$ cat src/word_align_defines.svh
// Constants for the manual word aligner
`ifndef WORD_ALIGN_DEFINES_SVH
`define WORD_ALIGN_DEFINES_SVH

`define WA_WORD_WIDTH     10
`define WA_PATTERN_RESET  10'h17C
`define WA_OFFSET_RESET   4'h0
`define WA_FIFO_DEPTH     16
`define WA_FIFO_PTR_WIDTH 4

`endif

$ cat src/word_align_pkg.sv
// Types shared by the manual word aligner
package word_align_pkg;

    typedef logic [9:0] word_t;
    typedef logic [3:0] offset_t;

    // One aligned word with its status flags
    typedef struct packed {
        word_t data;
        logic  syncStatus;
        logic  patternDetect;
    } aligned_word_s;

    typedef enum logic [1:0] {
        ST_UNLOCKED = 2'b00,
        ST_LOCKED   = 2'b01
    } align_state_e;

endpackage

$ cat src/manual_word_aligner.sv
// Manual-mode 10-bit word aligner with output FIFO
`timescale 1ns/1ps
`default_nettype none
`include "word_align_defines.svh"

module word_fifo
#(
    parameter int WIDTH = 12,
    parameter int DEPTH = 16,
    parameter int AW    = 4
)
(
    input  wire logic             sys_clk,
    input  wire logic             rst,
    input  wire logic [WIDTH-1:0] inData,
    input  wire logic             inValid,
    output var  logic             inReady,
    output var  logic [WIDTH-1:0] outData,
    output var  logic             outValid,
    input  wire logic             outReady
);
    logic [WIDTH-1:0] mem [DEPTH];
    logic [AW-1:0]    wrPtr_reg;
    logic [AW-1:0]    rdPtr_reg;
    logic [AW:0]      count_reg;
    logic [AW:0]      count_next;

    wire doWrite = inValid && inReady;
    wire doRead  = outValid && outReady;

    // Fill count after this cycle's write and read; empty comes from the count
    assign count_next = count_reg + (AW+1)'(doWrite) - (AW+1)'(doRead);
    assign outValid   = (count_reg != '0);
    assign outData  = mem[rdPtr_reg];

    // Storage write
    always_ff @(posedge sys_clk)
    begin
        if (doWrite)
            mem[wrPtr_reg] <= inData;
    end

    // Pointers, count and a registered not-full, so ready leaves from a flop
    always_ff @(posedge sys_clk or posedge rst)
    begin
        if (rst)
        begin
            wrPtr_reg <= '0;
            rdPtr_reg <= '0;
            count_reg <= '0;
            inReady   <= 1'b1;
        end
        else
        begin
            if (doWrite)
                wrPtr_reg <= wrPtr_reg + 1'b1;
            if (doRead)
                rdPtr_reg <= rdPtr_reg + 1'b1;
            count_reg <= count_next;
            inReady   <= (count_next < (AW+1)'(DEPTH));
        end
    end
endmodule // word_fifo

module manual_word_aligner
    import word_align_pkg::*;
(
    input  wire logic  sys_clk,
    input  wire logic  rst,
    input  wire word_t rxWord,
    input  wire logic  rxValid,
    output var  logic  rxReady,
    input  wire word_t alignPattern,
    input  wire logic  alignEnable,
    output logic       outValid_reg,
    output word_t      outData_reg,
    output logic       syncStatus_reg,
    output logic       patternDetect_reg,
    input  wire logic  outReady,
    output offset_t    boundary_reg,
    output logic       locked_reg
);
    word_t         prevWord_reg;
    word_t         curWord_reg;
    logic          curValid_reg;
    logic [19:0]   window;
    logic [9:0]    hitVec;
    offset_t       hitOffset;
    logic          anyHit;
    logic          newAlign;
    logic          sameHit;
    aligned_word_s stageWord;
    aligned_word_s fifoOut;
    logic          fifoValid;
    logic          fifoInReady;
    logic          outFree;
    logic          advance;
    align_state_e  state_reg;
    align_state_e  state_next;

    // Two-word window: older word in the high bits, as bits arrive
    assign window = {prevWord_reg, curWord_reg};

    // Compare the pattern at all ten offsets
    genvar g;
    generate
        for (g = 0; g < 10; g++)
        begin : g_cmp
            assign hitVec[g] = (window[19-g -: 10] == alignPattern);
        end
    endgenerate

    // Lowest-offset hit wins when several match
    always_comb
    begin
        hitOffset = `WA_OFFSET_RESET;
        for (int i = 9; i >= 0; i--)
        begin
            if (hitVec[i])
                hitOffset = 4'(i);
        end
    end

    assign anyHit  = curValid_reg && (hitVec != '0);
    assign sameHit = curValid_reg && locked_reg && hitVec[boundary_reg];
    assign newAlign = anyHit && alignEnable && !(sameHit && hitOffset == boundary_reg);

    // Stage word extracted at the locked (or freshly adopted) boundary
    assign stageWord.data          = window[19-(newAlign ? hitOffset : boundary_reg) -: 10];
    assign stageWord.syncStatus    = newAlign;
    assign stageWord.patternDetect = newAlign || sameHit;

    assign advance  = rxValid && fifoInReady;
    assign rxReady  = fifoInReady;
    assign outFree  = !outValid_reg || outReady;

    // Input shift: a stalled FIFO freezes the window
    always_ff @(posedge sys_clk or posedge rst)
    begin
        if (rst)
        begin
            prevWord_reg <= '0;
            curWord_reg  <= '0;
            curValid_reg <= 1'b0;
        end
        else if (advance)
        begin
            prevWord_reg <= curWord_reg;
            curWord_reg  <= rxWord;
            curValid_reg <= 1'b1;
        end
        else if (fifoInReady)
            curValid_reg <= 1'b0;
    end

    // Boundary holds unless enable lets a new pattern move it
    always_ff @(posedge sys_clk or posedge rst)
    begin
        if (rst)
        begin
            boundary_reg <= `WA_OFFSET_RESET;
            state_reg    <= ST_UNLOCKED;
            locked_reg   <= 1'b0;
        end
        else if (fifoInReady)
        begin
            if (newAlign)
                boundary_reg <= hitOffset;
            state_reg  <= state_next;
            locked_reg <= (state_next == ST_LOCKED);
        end
    end

    // Lock state: the first adopted boundary locks, only reset unlocks
    always_comb
    begin
        case (state_reg)
            ST_UNLOCKED: state_next = newAlign ? ST_LOCKED : ST_UNLOCKED;
            ST_LOCKED:   state_next = ST_LOCKED;
            default:     state_next = ST_UNLOCKED;
        endcase
    end

    // Data and flags share one path so latency is identical
    word_fifo #(
        .WIDTH ($bits(aligned_word_s)),
        .DEPTH (`WA_FIFO_DEPTH),
        .AW    (`WA_FIFO_PTR_WIDTH)
    ) u_fifo (
        .sys_clk  (sys_clk),
        .rst      (rst),
        .inData   (stageWord),
        .inValid  (curValid_reg),
        .inReady  (fifoInReady),
        .outData  (fifoOut),
        .outValid (fifoValid),
        .outReady (outFree)
    );

    // Output register
    always_ff @(posedge sys_clk or posedge rst)
    begin
        if (rst)
        begin
            outValid_reg      <= 1'b0;
            outData_reg       <= '0;
            syncStatus_reg    <= 1'b0;
            patternDetect_reg <= 1'b0;
        end
        else if (outFree)
        begin
            outValid_reg      <= fifoValid;
            outData_reg       <= fifoOut.data;
            syncStatus_reg    <= fifoValid && fifoOut.syncStatus;
            patternDetect_reg <= fifoValid && fifoOut.patternDetect;
        end
    end
endmodule // manual_word_aligner
`default_nettype wire

$ cat config.mk
export PLATFORM = sky130hd
export DESIGN_NAME = manual_word_aligner
export DESIGN_NICKNAME = d
export VERILOG_FILES = /design/src/word_align_pkg.sv /design/src/manual_word_aligner.sv
export VERILOG_INCLUDE_DIRS = /design/src /design/src/src
export SDC_FILE = /design/constraint.sdc
export NUM_CORES = 1
export LEC_CHECK = 0
export BUFFER_PORTS_ARGS = -buffer_cell sky130_fd_sc_hd__buf_2
export CAP_MARGIN = 20
export CORE_ASPECT_RATIO = 1.25
export CORE_MARGIN = 4
export CORE_UTILIZATION = 50
export CTS_CLUSTER_DIAMETER = 150
export DETAILED_ROUTE_END_ITERATION = 7
export PLACE_DENSITY = 0.67
export SLEW_MARGIN = 0
export SYNTH_ARGS = -nofsm -noshare
export SYNTH_HDL_FRONTEND = slang
export SYNTH_HIERARCHICAL = 1
export SYNTH_SLANG_ARGS = --single-unit
$ cat constraint.sdc
create_clock -name sys_clk -period 7.3 [get_ports sys_clk]
set_clock_uncertainty 0.05 [all_clocks]
set_input_delay 1.095 -clock sys_clk [delete_from_list [all_inputs] [get_ports sys_clk]]
set_output_delay 1.095 -clock sys_clk [all_outputs]
set_load 0.05 [all_outputs]
==> run metrics, run 1 <==
pwr dens=~390 mW/mm2; Max Cap Viol=0; yosys warns=6; Leak Pwr=4.80 nW; cts hold-fix bufs=0; chip height=184 um; Peak VDD IR=0.000244 V; via count=7276; startpoint types=flip-flop; cts repair resizes=0; crit end category=flip-flop; Synth top area share=0.468; share of layout cells above drive strength 1=0.238; leading area contributor after synthesis=edfxtp_1; critical path arrival=6090 ps; Worst-Skew Late Latency=530 ps; ys async rst share=0.216; Final Critical Period=5980 ps; Ant. Diodes=0; CTS H-tree depth=1; period utilization=0.819; hold crit path type=flip-flop to flip-flop; Req. time, crit path=around 7400 ps; Fin. Hold Viols=0; routed wire length=29500 um; cells after synthesis=831; mapped cell area=0.0123 mm2; reg2reg setup slack=1320 ps; Final ANT Viol Nets=0; FF+latch count, synth=roughly 250; Mapped Nets=869; CTS buffer count=25; CP Max Fanout=16; Rel. slew slack=0.259; Synth area leaders=edfxtp_1 (47%), mux4_2 (11%), dfrtp_1 (11%); Post-Syn Area per Cell=14.8 um2; RR Startpoint=prevWord_reg[0]; initial antenna violation count=0; status=complete, no violations; fin util=0.562; top_reg_cell synth=edfxtp_1; Ports=44; Vias per Instance=between 6 and 7; # fillers=between 1500 and 2000; 1st-iter DRT viols=429; first-pass GRT wire length=46000 um; met1 Resource Use GR=0.260; WHS Path Cells=1; Worst-path clk slew=~70 ps; GPL Wtd Cong=~0.94; DP Wirelength=20500 um; WL/cell=24.6 um; Core ar.=approximately 0.024 mm2; nets=between 800 and 900; RSZ-0062 raised after global routing=false; Die Area=0.0272 mm2; Hold Path Sink=outData_reg[5]; root buffer cell=clkbuf_16; Initial Util=0.514; largest net degree at the start of global routing=52; grt met2 use=0.414; FF-to-FF path depth=16; Fin Setup TNS=0 ps; Final setup viols=0; Yosys cell types=68; area grow syn2layout=9.32%; hold path start=outData_reg[5]; Post-synth EDFFs=192; Setup CP Type=flip-flop to flip-flop; Max Fclk=between 150 and 200 MHz; Initial DRT Pass Iterations=5; most flop-heavy register=u_fifo/mem; count leader, synth=edfxtp_1; grt ovf=0; vias in the first global route=7820; final slew viol count=0; sequential share of the synthesized area=0.576; clock sink count=245; busiest grt layer=met2; CTS tree=yes; worst reg2reg endpoint=u_fifo/mem[9][5]; # DRC=0; GRT Overall Usage=0.219; met3 Use GR=0.0227; die width=about 150 um; Commonest cells post-synth=edfxtp_1 (192), mux4_2 (61), xnor2_1 (57), xor2_1 (54), dfrtp_1 (52); Post CTS Setup Buffer Count=0; Clock Path Buffers=3; row count=63; Slew @ Worst Pin=1110 ps; Port-buffer cells=43; Largest register FFs=192
## per-stage QoR
| step | setup WS (ps) | std cells | cell area (um2) | power (W) | hold slack [ps] |
|---|---|---|---|---|---|
| CTS | 1450 | 1199 | 13500 | 0.00535 | 455 |
| detailed placement | 1030 | 1153 | 12700 | 0.00413 | 442 |
| global route | 1040 | 1200 | 13500 | 0.00560 | 474 |
| finish | 1320 | 1200 | 13500 | 0.00531 | 450 |
| global placement | 1210 | 1153 | 12700 | 0.00407 | 438 |
| floorplan | 2050 | 831 | 12300 | 0.00361 | 430 |
## report_power, final
part / switching, W / internal, W / leakage, nW / total (W)
clock network: 0.000507 / 0.000707 / 0.376 / 0.00121
registers: 0.000357 / 0.00185 / 2.37 / 0.00221
logic: 0.00105 / 0.000838 / 2.05 / 0.00189
total: 0.00191 / 0.00340 / 4.80 / 0.00531
## layout make-up
class	instances	area, um2	area share
well taps	325	407	0.0302
flip-flops and latches	245	7100	0.527
multi-input cells	495	4730	0.351
clock buffers	34	659	0.0490
clock inverters	12	121	0.00901
inverters	29	109	0.00808
repair buffers	60	343	0.0255
## critical path, stage by stage (launching register included)
cell	delay (ps)
dfrtp_1	900
xnor2_1	210
nand4_1	140
nor4_2	680
o211ai_1	200
a21oi_2	310
mux2i_1	320
and4_1	290
o21ai_1	80
buf_4	210
nand2_2	80
inv_2	90
ha_1	570
clkinv_1	350
nor2_1	180
o22ai_1	100
o22ai_1	840
## worst max path at each step
| stage | depth (start not counted) | from | to | slack, ps |
|---|---|---|---|---|
| after floorplan | 14 | alignPattern[2] | u_fifo/mem[0][7] | 2050 |
| after global placement | 18 | alignPattern[0] | u_fifo/mem[14][5] | 1210 |
| after detailed placement | 17 | alignPattern[0] | u_fifo/mem[14][5] | 1030 |
| after CTS | 16 | prevWord_reg[0] | u_fifo/mem[3][5] | 1450 |
| after global routing | 16 | prevWord_reg[0] | u_fifo/mem[2][5] | 1040 |
| final | 16 | prevWord_reg[0] | u_fifo/mem[9][5] | 1320 |
## placed cells by master (no fill, tap or decap), types with 7 or more instances in the layout
master,instances
clkbuf_16,25
a22oi_1,25
nand3_1,17
clkinv_1,7
a21oi_1,10
buf_2,43
o211ai_1,7
nor4_1,8
nand2_1,37
mux4_2,61
o21ai_0,24
buf_4,17
edfxtp_1,192
xor2_1,54
nand4_1,22
inv_1,25
dfrtp_1,50
mux2_2,31
xnor2_1,57
mux2i_1,14
ha_1,12
and2_1,17
nor2_1,18
clkbuf_1,9
o22ai_1,7
## layer usage
layer	up-vias	wire (um)
met4	0	1030
met1	3773	11200
li1	3217	-
met3	61	1210
met2	225	16100
met5	-	0
## cell families after synthesis
| kind of cell | share of synthesized area |
|---|---|
| compound gates | 0.0578 |
| buf+inv | 0.0408 |
| fa+ha+maj | 0.0138 |
| flops | 0.576 |
| simple gates | 0.0763 |
| xor+xnor | 0.0789 |
| mux | 0.157 |
No activity file was read; power rests on OpenSTA's default activity.
==> run 2: changes to the inputs <==
--- a/config.mk
+++ b/config.mk
@@ -13,7 +13,7 @@
 export CORE_UTILIZATION = 50
 export CTS_CLUSTER_DIAMETER = 150
 export DETAILED_ROUTE_END_ITERATION = 7
-export PLACE_DENSITY = 0.67
+export PLACE_DENSITY = 0.69
 export SLEW_MARGIN = 0
 export SYNTH_ARGS = -nofsm -noshare
 export SYNTH_HDL_FRONTEND = slang
==> constraint.sdc (replaced) <==
create_clock -name sys_clk -period 5.5 [get_ports sys_clk]
set_clock_uncertainty 0.05 [all_clocks]
set_input_delay 0.825 -clock sys_clk [delete_from_list [all_inputs] [get_ports sys_clk]]
set_output_delay 0.825 -clock sys_clk [all_outputs]
set_load 0.05 [all_outputs]
==> run 2 against run 1 <==
- wire length is 6.8% lower
- design area increased by 0.89%
- critical path depth shrank 1
- highest routed layer unchanged
==> run metrics, run 2 (synthesis results as in run 1) <==
Die Area=0.0272 mm2 (unchanged); Seq pwr share=0.419 (+0.003); largest net degree at the start of global routing=52 (unchanged); status=complete, no violations; Max Fclk=211 MHz (+26%); CTS buffer count=24 (-4.0%); internal power=0.00454 W (+34%); WL/cell=22.8 um (-7.3%); Ports=44 (unchanged); NetSw=0.00247 W (+29%); Peak VDD IR=0.000315 V (+29%); routed wire length=27500 um (-6.8%); 1st-iter DRT viols=486 (+13%); CP Max Fanout=16 (unchanged); first-pass GRT wire length=43400 um (-5.5%); Ant. Diodes=0 (unchanged); Placed Area=0.0127 mm2 (+0.34%); Hold Slack=323 ps (-126 ps); initial antenna violation count=0 (unchanged); Port-buffer cells=43 (unchanged); Leak Pwr=4.86 nW (+1.3%); grt ovf=0 (unchanged); vias in the first global route=7397 (-5.4%); cts repair resizes=0 (unchanged); Max stage delay cell, worst path=dfrtp_1; Core ar.=0.0240 mm2 (unchanged); Placed Instances=1158 (+0.43%); via count=7203 (-1.0%); chip height=184 um (unchanged); Initial DRT Pass Iterations=6 (+1); Largest register FFs=192 (unchanged); # fillers=1920 (+0.31%); Rel. slew slack=0.286 (+0.0277); commonest non-fill, non-tap cell in the layout=edfxtp_1; switching part of the total=0.353 (-0.00754); cts hold-fix bufs=0 (unchanged); cell mode on critical path=mux2i_1; GPL Wtd Cong=0.910 (-3.3%); pwr dens=516 mW/mm2 (+31%); Setup CP Type=flip-flop to flip-flop; startpoint types=flip-flop; final slew viol count=0 (unchanged); fin cells=1207 (+0.58%); Final ANT Viol Nets=0 (unchanged); Clock Path Buffers=3 (unchanged); CTS tree=yes; most flop-heavy register=u_fifo/mem; CTS H-tree depth=1 (unchanged); critical path arrival=4840 ps (-1250 ps); GRT Overall Usage=0.206 (-0.0131); Final Instance Area=0.0136 mm2 (+0.89%); die width=148 um (unchanged); crit end category=flip-flop; Gate power share=0.353 (-0.003); Slew @ Worst Pin=1070 ps (-45.4 ps); setup slack after layout=769 ps (-550 ps); Max Cap Viol=0 (unchanged); nets=902 (+0.89%); # DRC=0 (unchanged); Fin Setup TNS=0 ps (unchanged); Final setup viols=0 (unchanged); root buffer cell=clkbuf_16; period utilization=0.860 (+0.0409); crit-path cells=xnor2_1 -> nand4_1 -> nor4_2 -> o211ai_1 -> a21oi_2 -> mux2i_1 -> and4_1 -> nor2_1 -> mux2i_1 -> ha_1 -> clkinv_1 -> nand2_1 -> buf_4 -> inv_1 -> a221o_1; clock share of power=0.228 (about the same); Fin. Hold Viols=0 (unchanged); share of layout cells above drive strength 1=0.251 (+0.0129); commonest non-fill, non-tap cells in the layout=edfxtp_1 (192), mux4_2 (61), xnor2_1 (57); RSZ-0062 raised after global routing=false; Worst-path clk slew=60 ps (about the same); Req. time, crit path=5610 ps (-1800 ps); Worst-Skew Late Latency=500 ps (-30 ps); Post CTS Setup Buffer Count=0 (unchanged); Initial Util=0.514 (unchanged); largest stage delay on the critical path=850 ps (-50 ps); area grow syn2layout=10.3%; row count=63 (unchanged); hold crit path type=input pin to asynchronous set/reset pin; setup slack at placement=400 ps (-628 ps); Final Critical Period=4730 ps (-1250 ps); DP Wirelength=18400 um (-10%); Vias per Instance=5.97 (-1.6%); clock sink count=245 (unchanged)
run 2: stage by stage:
stage	total power [W]	util
2_1_floorplan	0.00480	-
3_3_place_gp	0.00536	0.531
3_5_place_dp	0.00541	0.531
4_1_cts	0.00702	0.564
5_1_grt	0.00741	0.567
6_report	0.00701	0.567
run 2: worst paths after layout:
check                                       to      startpoint  slack, ps  cells past startpoint
setup / recovery              u_fifo/mem[3][8]  curWord_reg[9]        770                     15
hold / removal             u_fifo/count_reg[2]             rst        320                      2
setup reg to reg              u_fifo/mem[3][8]  curWord_reg[9]        770                     15
hold reg to reg                 outData_reg[4]  outData_reg[4]        450                      1
max in group asynchronous       outData_reg[6]             rst       4310                      2
min in group sys_clk            outData_reg[4]  outData_reg[4]        450                      1
run 2: cell type report:
cell class	instances	area [um2]	area share
multi-input cells	495	4720	0.348
clock buffers	31	658	0.0484
clock inverters	13	130	0.00958
repair buffers	69	463	0.0341
flip-flops and latches	245	7100	0.522
well taps	325	407	0.0299
inverters	29	109	0.00801
run 2: routing by layer:
metal	routed length (um)	GRT usage	part of all wire
met5	0	0	0
met4	857	0.0688	0.031
met3	1170	0.0207	0.042
met2	14400	0.366	0.52
met1	11100	0.268	0.40
run 2: power by group through the flow:
stage	clock network, W	registers (W)	logic [W]
detailed placement	0	0.00307	0.00234
global route	0.00173	0.00298	0.00270
CTS	0.00164	0.00303	0.00235
global placement	0	0.00306	0.00230
finish	0.00160	0.00294	0.00247
floorplan	0	0.00278	0.00201
run 2: critical path: cells and delay by family (launching register included):
family                   cells  cell delay, ps
multiplexers                 2             400
XOR/XNOR                     1             190
flip-flops                   1             850
AO/OA/AOI/OAI                3             980
adder cells (fa/ha/maj)      1             320
AND/OR/NAND/NOR              5            1170
buffers and inverters        3             430
==> run 3: changes to the inputs <==
--- a/config.mk
+++ b/config.mk
@@ -8,12 +8,14 @@
 export LEC_CHECK = 0
 export BUFFER_PORTS_ARGS = -buffer_cell sky130_fd_sc_hd__buf_2
 export CAP_MARGIN = 20
+export CELL_PAD_IN_SITES_DETAIL_PLACEMENT = 0
+export CELL_PAD_IN_SITES_GLOBAL_PLACEMENT = 1
 export CORE_ASPECT_RATIO = 1.25
 export CORE_MARGIN = 4
-export CORE_UTILIZATION = 50
+export CORE_UTILIZATION = 48
 export CTS_CLUSTER_DIAMETER = 150
 export DETAILED_ROUTE_END_ITERATION = 7
-export PLACE_DENSITY = 0.69
+export PLACE_DENSITY_LB_ADDON = 0.1
 export SLEW_MARGIN = 0
 export SYNTH_ARGS = -nofsm -noshare
 export SYNTH_HDL_FRONTEND = slang
==> run 3 against run 2 <==
- register-to-register slack got worse by 240 ps
- count of clock-buffer cells in the layout rose by 2
- die area rose by 4.0%
- design area rose by 0.55%
- combinational power rose by 2%
- wire length rose by 7.4%
- utilization fell by 2.7 points
- critical path depth rose by 1
- highest routed layer unchanged
==> run metrics, run 3 (synthesis results as in run 1) <==
status=complete, no violations; GPL Wtd Cong=0.937 (+3.0%); CTS tree=yes; Fin. Hold Viols=0 (unchanged); initial antenna violation count=0 (unchanged); Initial DRT Pass Iterations=5 (-1); Worst-path clk slew=60 ps (about the same); Rel. slew slack=0.262 (-0.0249); Initial Util=0.487 (-0.0270); largest net degree at the start of global routing=52 (unchanged); pwr dens=524 mW/mm2 (+1.6%); commonest non-fill, non-tap cells in the layout=edfxtp_1 (192), mux4_2 (61), xnor2_1 (57); final slew viol count=0 (unchanged); cts hold-fix bufs=0 (unchanged); DP Wirelength=20700 um (+12%); Ant. Diodes=0 (unchanged); Clock Path Buffers=3 (unchanged); # DRC=0 (unchanged); GRT Overall Usage=0.213 (+0.00648); via count=7208 (+0.069%); clock sink count=245 (unchanged); startpoint types=flip-flop; Final Critical Period=4970 ps (+240 ps); routed wire length=29600 um (+7.4%); period utilization=0.904 (+0.0436); Final Instance Area=0.0137 mm2 (+0.55%); root buffer cell=clkbuf_16; CTS buffer count=26 (+8.3%); area grow syn2layout=10.9%; 1st-iter DRT viols=397 (-18%); first-pass GRT wire length=46100 um (+6.1%); commonest non-fill, non-tap cell in the layout=edfxtp_1; Req. time, crit path=5640 ps (+30 ps); CP Max Fanout=16 (unchanged); Die Area=0.0283 mm2 (+4.0%); share of layout cells above drive strength 1=0.255 (+0.00422); vias in the first global route=7694 (+4.0%); Slew @ Worst Pin=1110 ps (+39.0 ps); Leak Pwr=4.90 nW (+0.75%); Vias per Instance=5.90 (-1.2%); chip height=187 um (+2.0%); CTS H-tree depth=1 (unchanged); Max Cap Viol=0 (unchanged); most flop-heavy register=u_fifo/mem; grt ovf=0 (unchanged); critical path arrival=5110 ps (+270 ps); die width=151 um (+2.0%); Peak VDD IR=0.000382 V (+21%); Fin Setup TNS=0 ps (unchanged); Max Fclk=201 MHz (-4.8%); Final ANT Viol Nets=0 (unchanged); Worst-Skew Late Latency=520 ps (+20 ps); Setup CP Type=flip-flop to flip-flop; hold crit path type=input pin to asynchronous set/reset pin; Final setup viols=0 (unchanged); nets=905 (+0.33%); Core ar.=0.0253 mm2 (+5.6%); Placed Area=0.0128 mm2 (+0.31%); WL/cell=24.2 um (+6.1%); Ports=44 (unchanged); cts repair resizes=0 (unchanged); Largest register FFs=192 (unchanged); Port-buffer cells=43 (unchanged); crit end category=flip-flop; Post CTS Setup Buffer Count=0 (unchanged); row count=65 (+3.2%); RSZ-0062 raised after global routing=false
-- run 3: cell types whose count changed in the layout (fill, tap and decap cells not counted), moves of 2 or more --
cell       change
buf_4          +2
clkbuf_1       -3
clkbuf_16      +2
clkbuf_8       +3
clkinv_1       +4
clkinv_2       -2
inv_8          +2
-- run 3: power breakdown --
part           total (W)  leakage (nW)  switching (W)  internal, W
registers        0.00294          2.37       0.000486      0.00245
logic            0.00251          2.11        0.00137      0.00113
clock network    0.00172         0.413       0.000717      0.00100
-- run 3: per-layer routing --
| metal | wire length (um) | track usage | vias to the layer above |
|---|---|---|---|
| met3 | 1000 | 0.0204 | 48 |
| li1 | - | - | 3242 |
| met2 | 16200 | 0.390 | 196 |
| met1 | 11500 | 0.265 | 3722 |
| met5 | 0 | 0 | - |
| met4 | 863 | 0.0607 | 0 |
-- run 3: layout make-up --
| class | instances | area (um2) |
|---|---|---|
| clock inverters | 15 | 120 |
| well taps | 335 | 419 |
| repair buffers | 70 | 450 |
| clock buffers | 33 | 738 |
| flip-flops and latches | 245 | 7100 |
| fillers | 2079 | 11600 |
| multi-input cells | 495 | 4730 |
| inverters | 29 | 109 |
-- run 3: worst max-delay path, cell delays in order (launching register included) --
cell and delay, ps:
dfrtp_1 890, xnor2_1 190, nand4_1 190, nor4_2 530, o211ai_1 170, a21oi_2 260
mux2i_1 270, and4_1 290, o21ai_1 110, nand2_2 110, inv_2 40, ha_1 410
clkinv_1 120, buf_4 180, a32oi_1 180, a21oi_1 80, a221o_1 550
-- run 3: final timing paths --
path,from,cells after the start,to,slack (ps)
worst max-delay path,curWord_reg[9],16,u_fifo/mem[8][8],530
min in group sys_clk,outData_reg[1],1,outData_reg[1],450
worst max register to register,curWord_reg[9],16,u_fifo/mem[8][8],530
worst min-delay path,rst,2,u_fifo/count_reg[2],310
worst min register to register,outData_reg[1],1,outData_reg[1],450
max in group asynchronous,rst,2,prevWord_reg[4],4320
-- run 3: through the flow --
stage / setup slack (ps) / utilization / std cells / total power, W / hold WS [ps]
after global placement: 438 / 0.505 / 1171 / 0.00542 / 438
after floorplan: 519 / - / 831 / 0.00480 / 430
after detailed placement: 272 / 0.505 / 1171 / 0.00549 / 451
after global routing: 153 / 0.540 / 1222 / 0.00757 / 347
after CTS: 455 / 0.539 / 1219 / 0.00722 / 307
final: 529 / 0.540 / 1222 / 0.00716 / 307
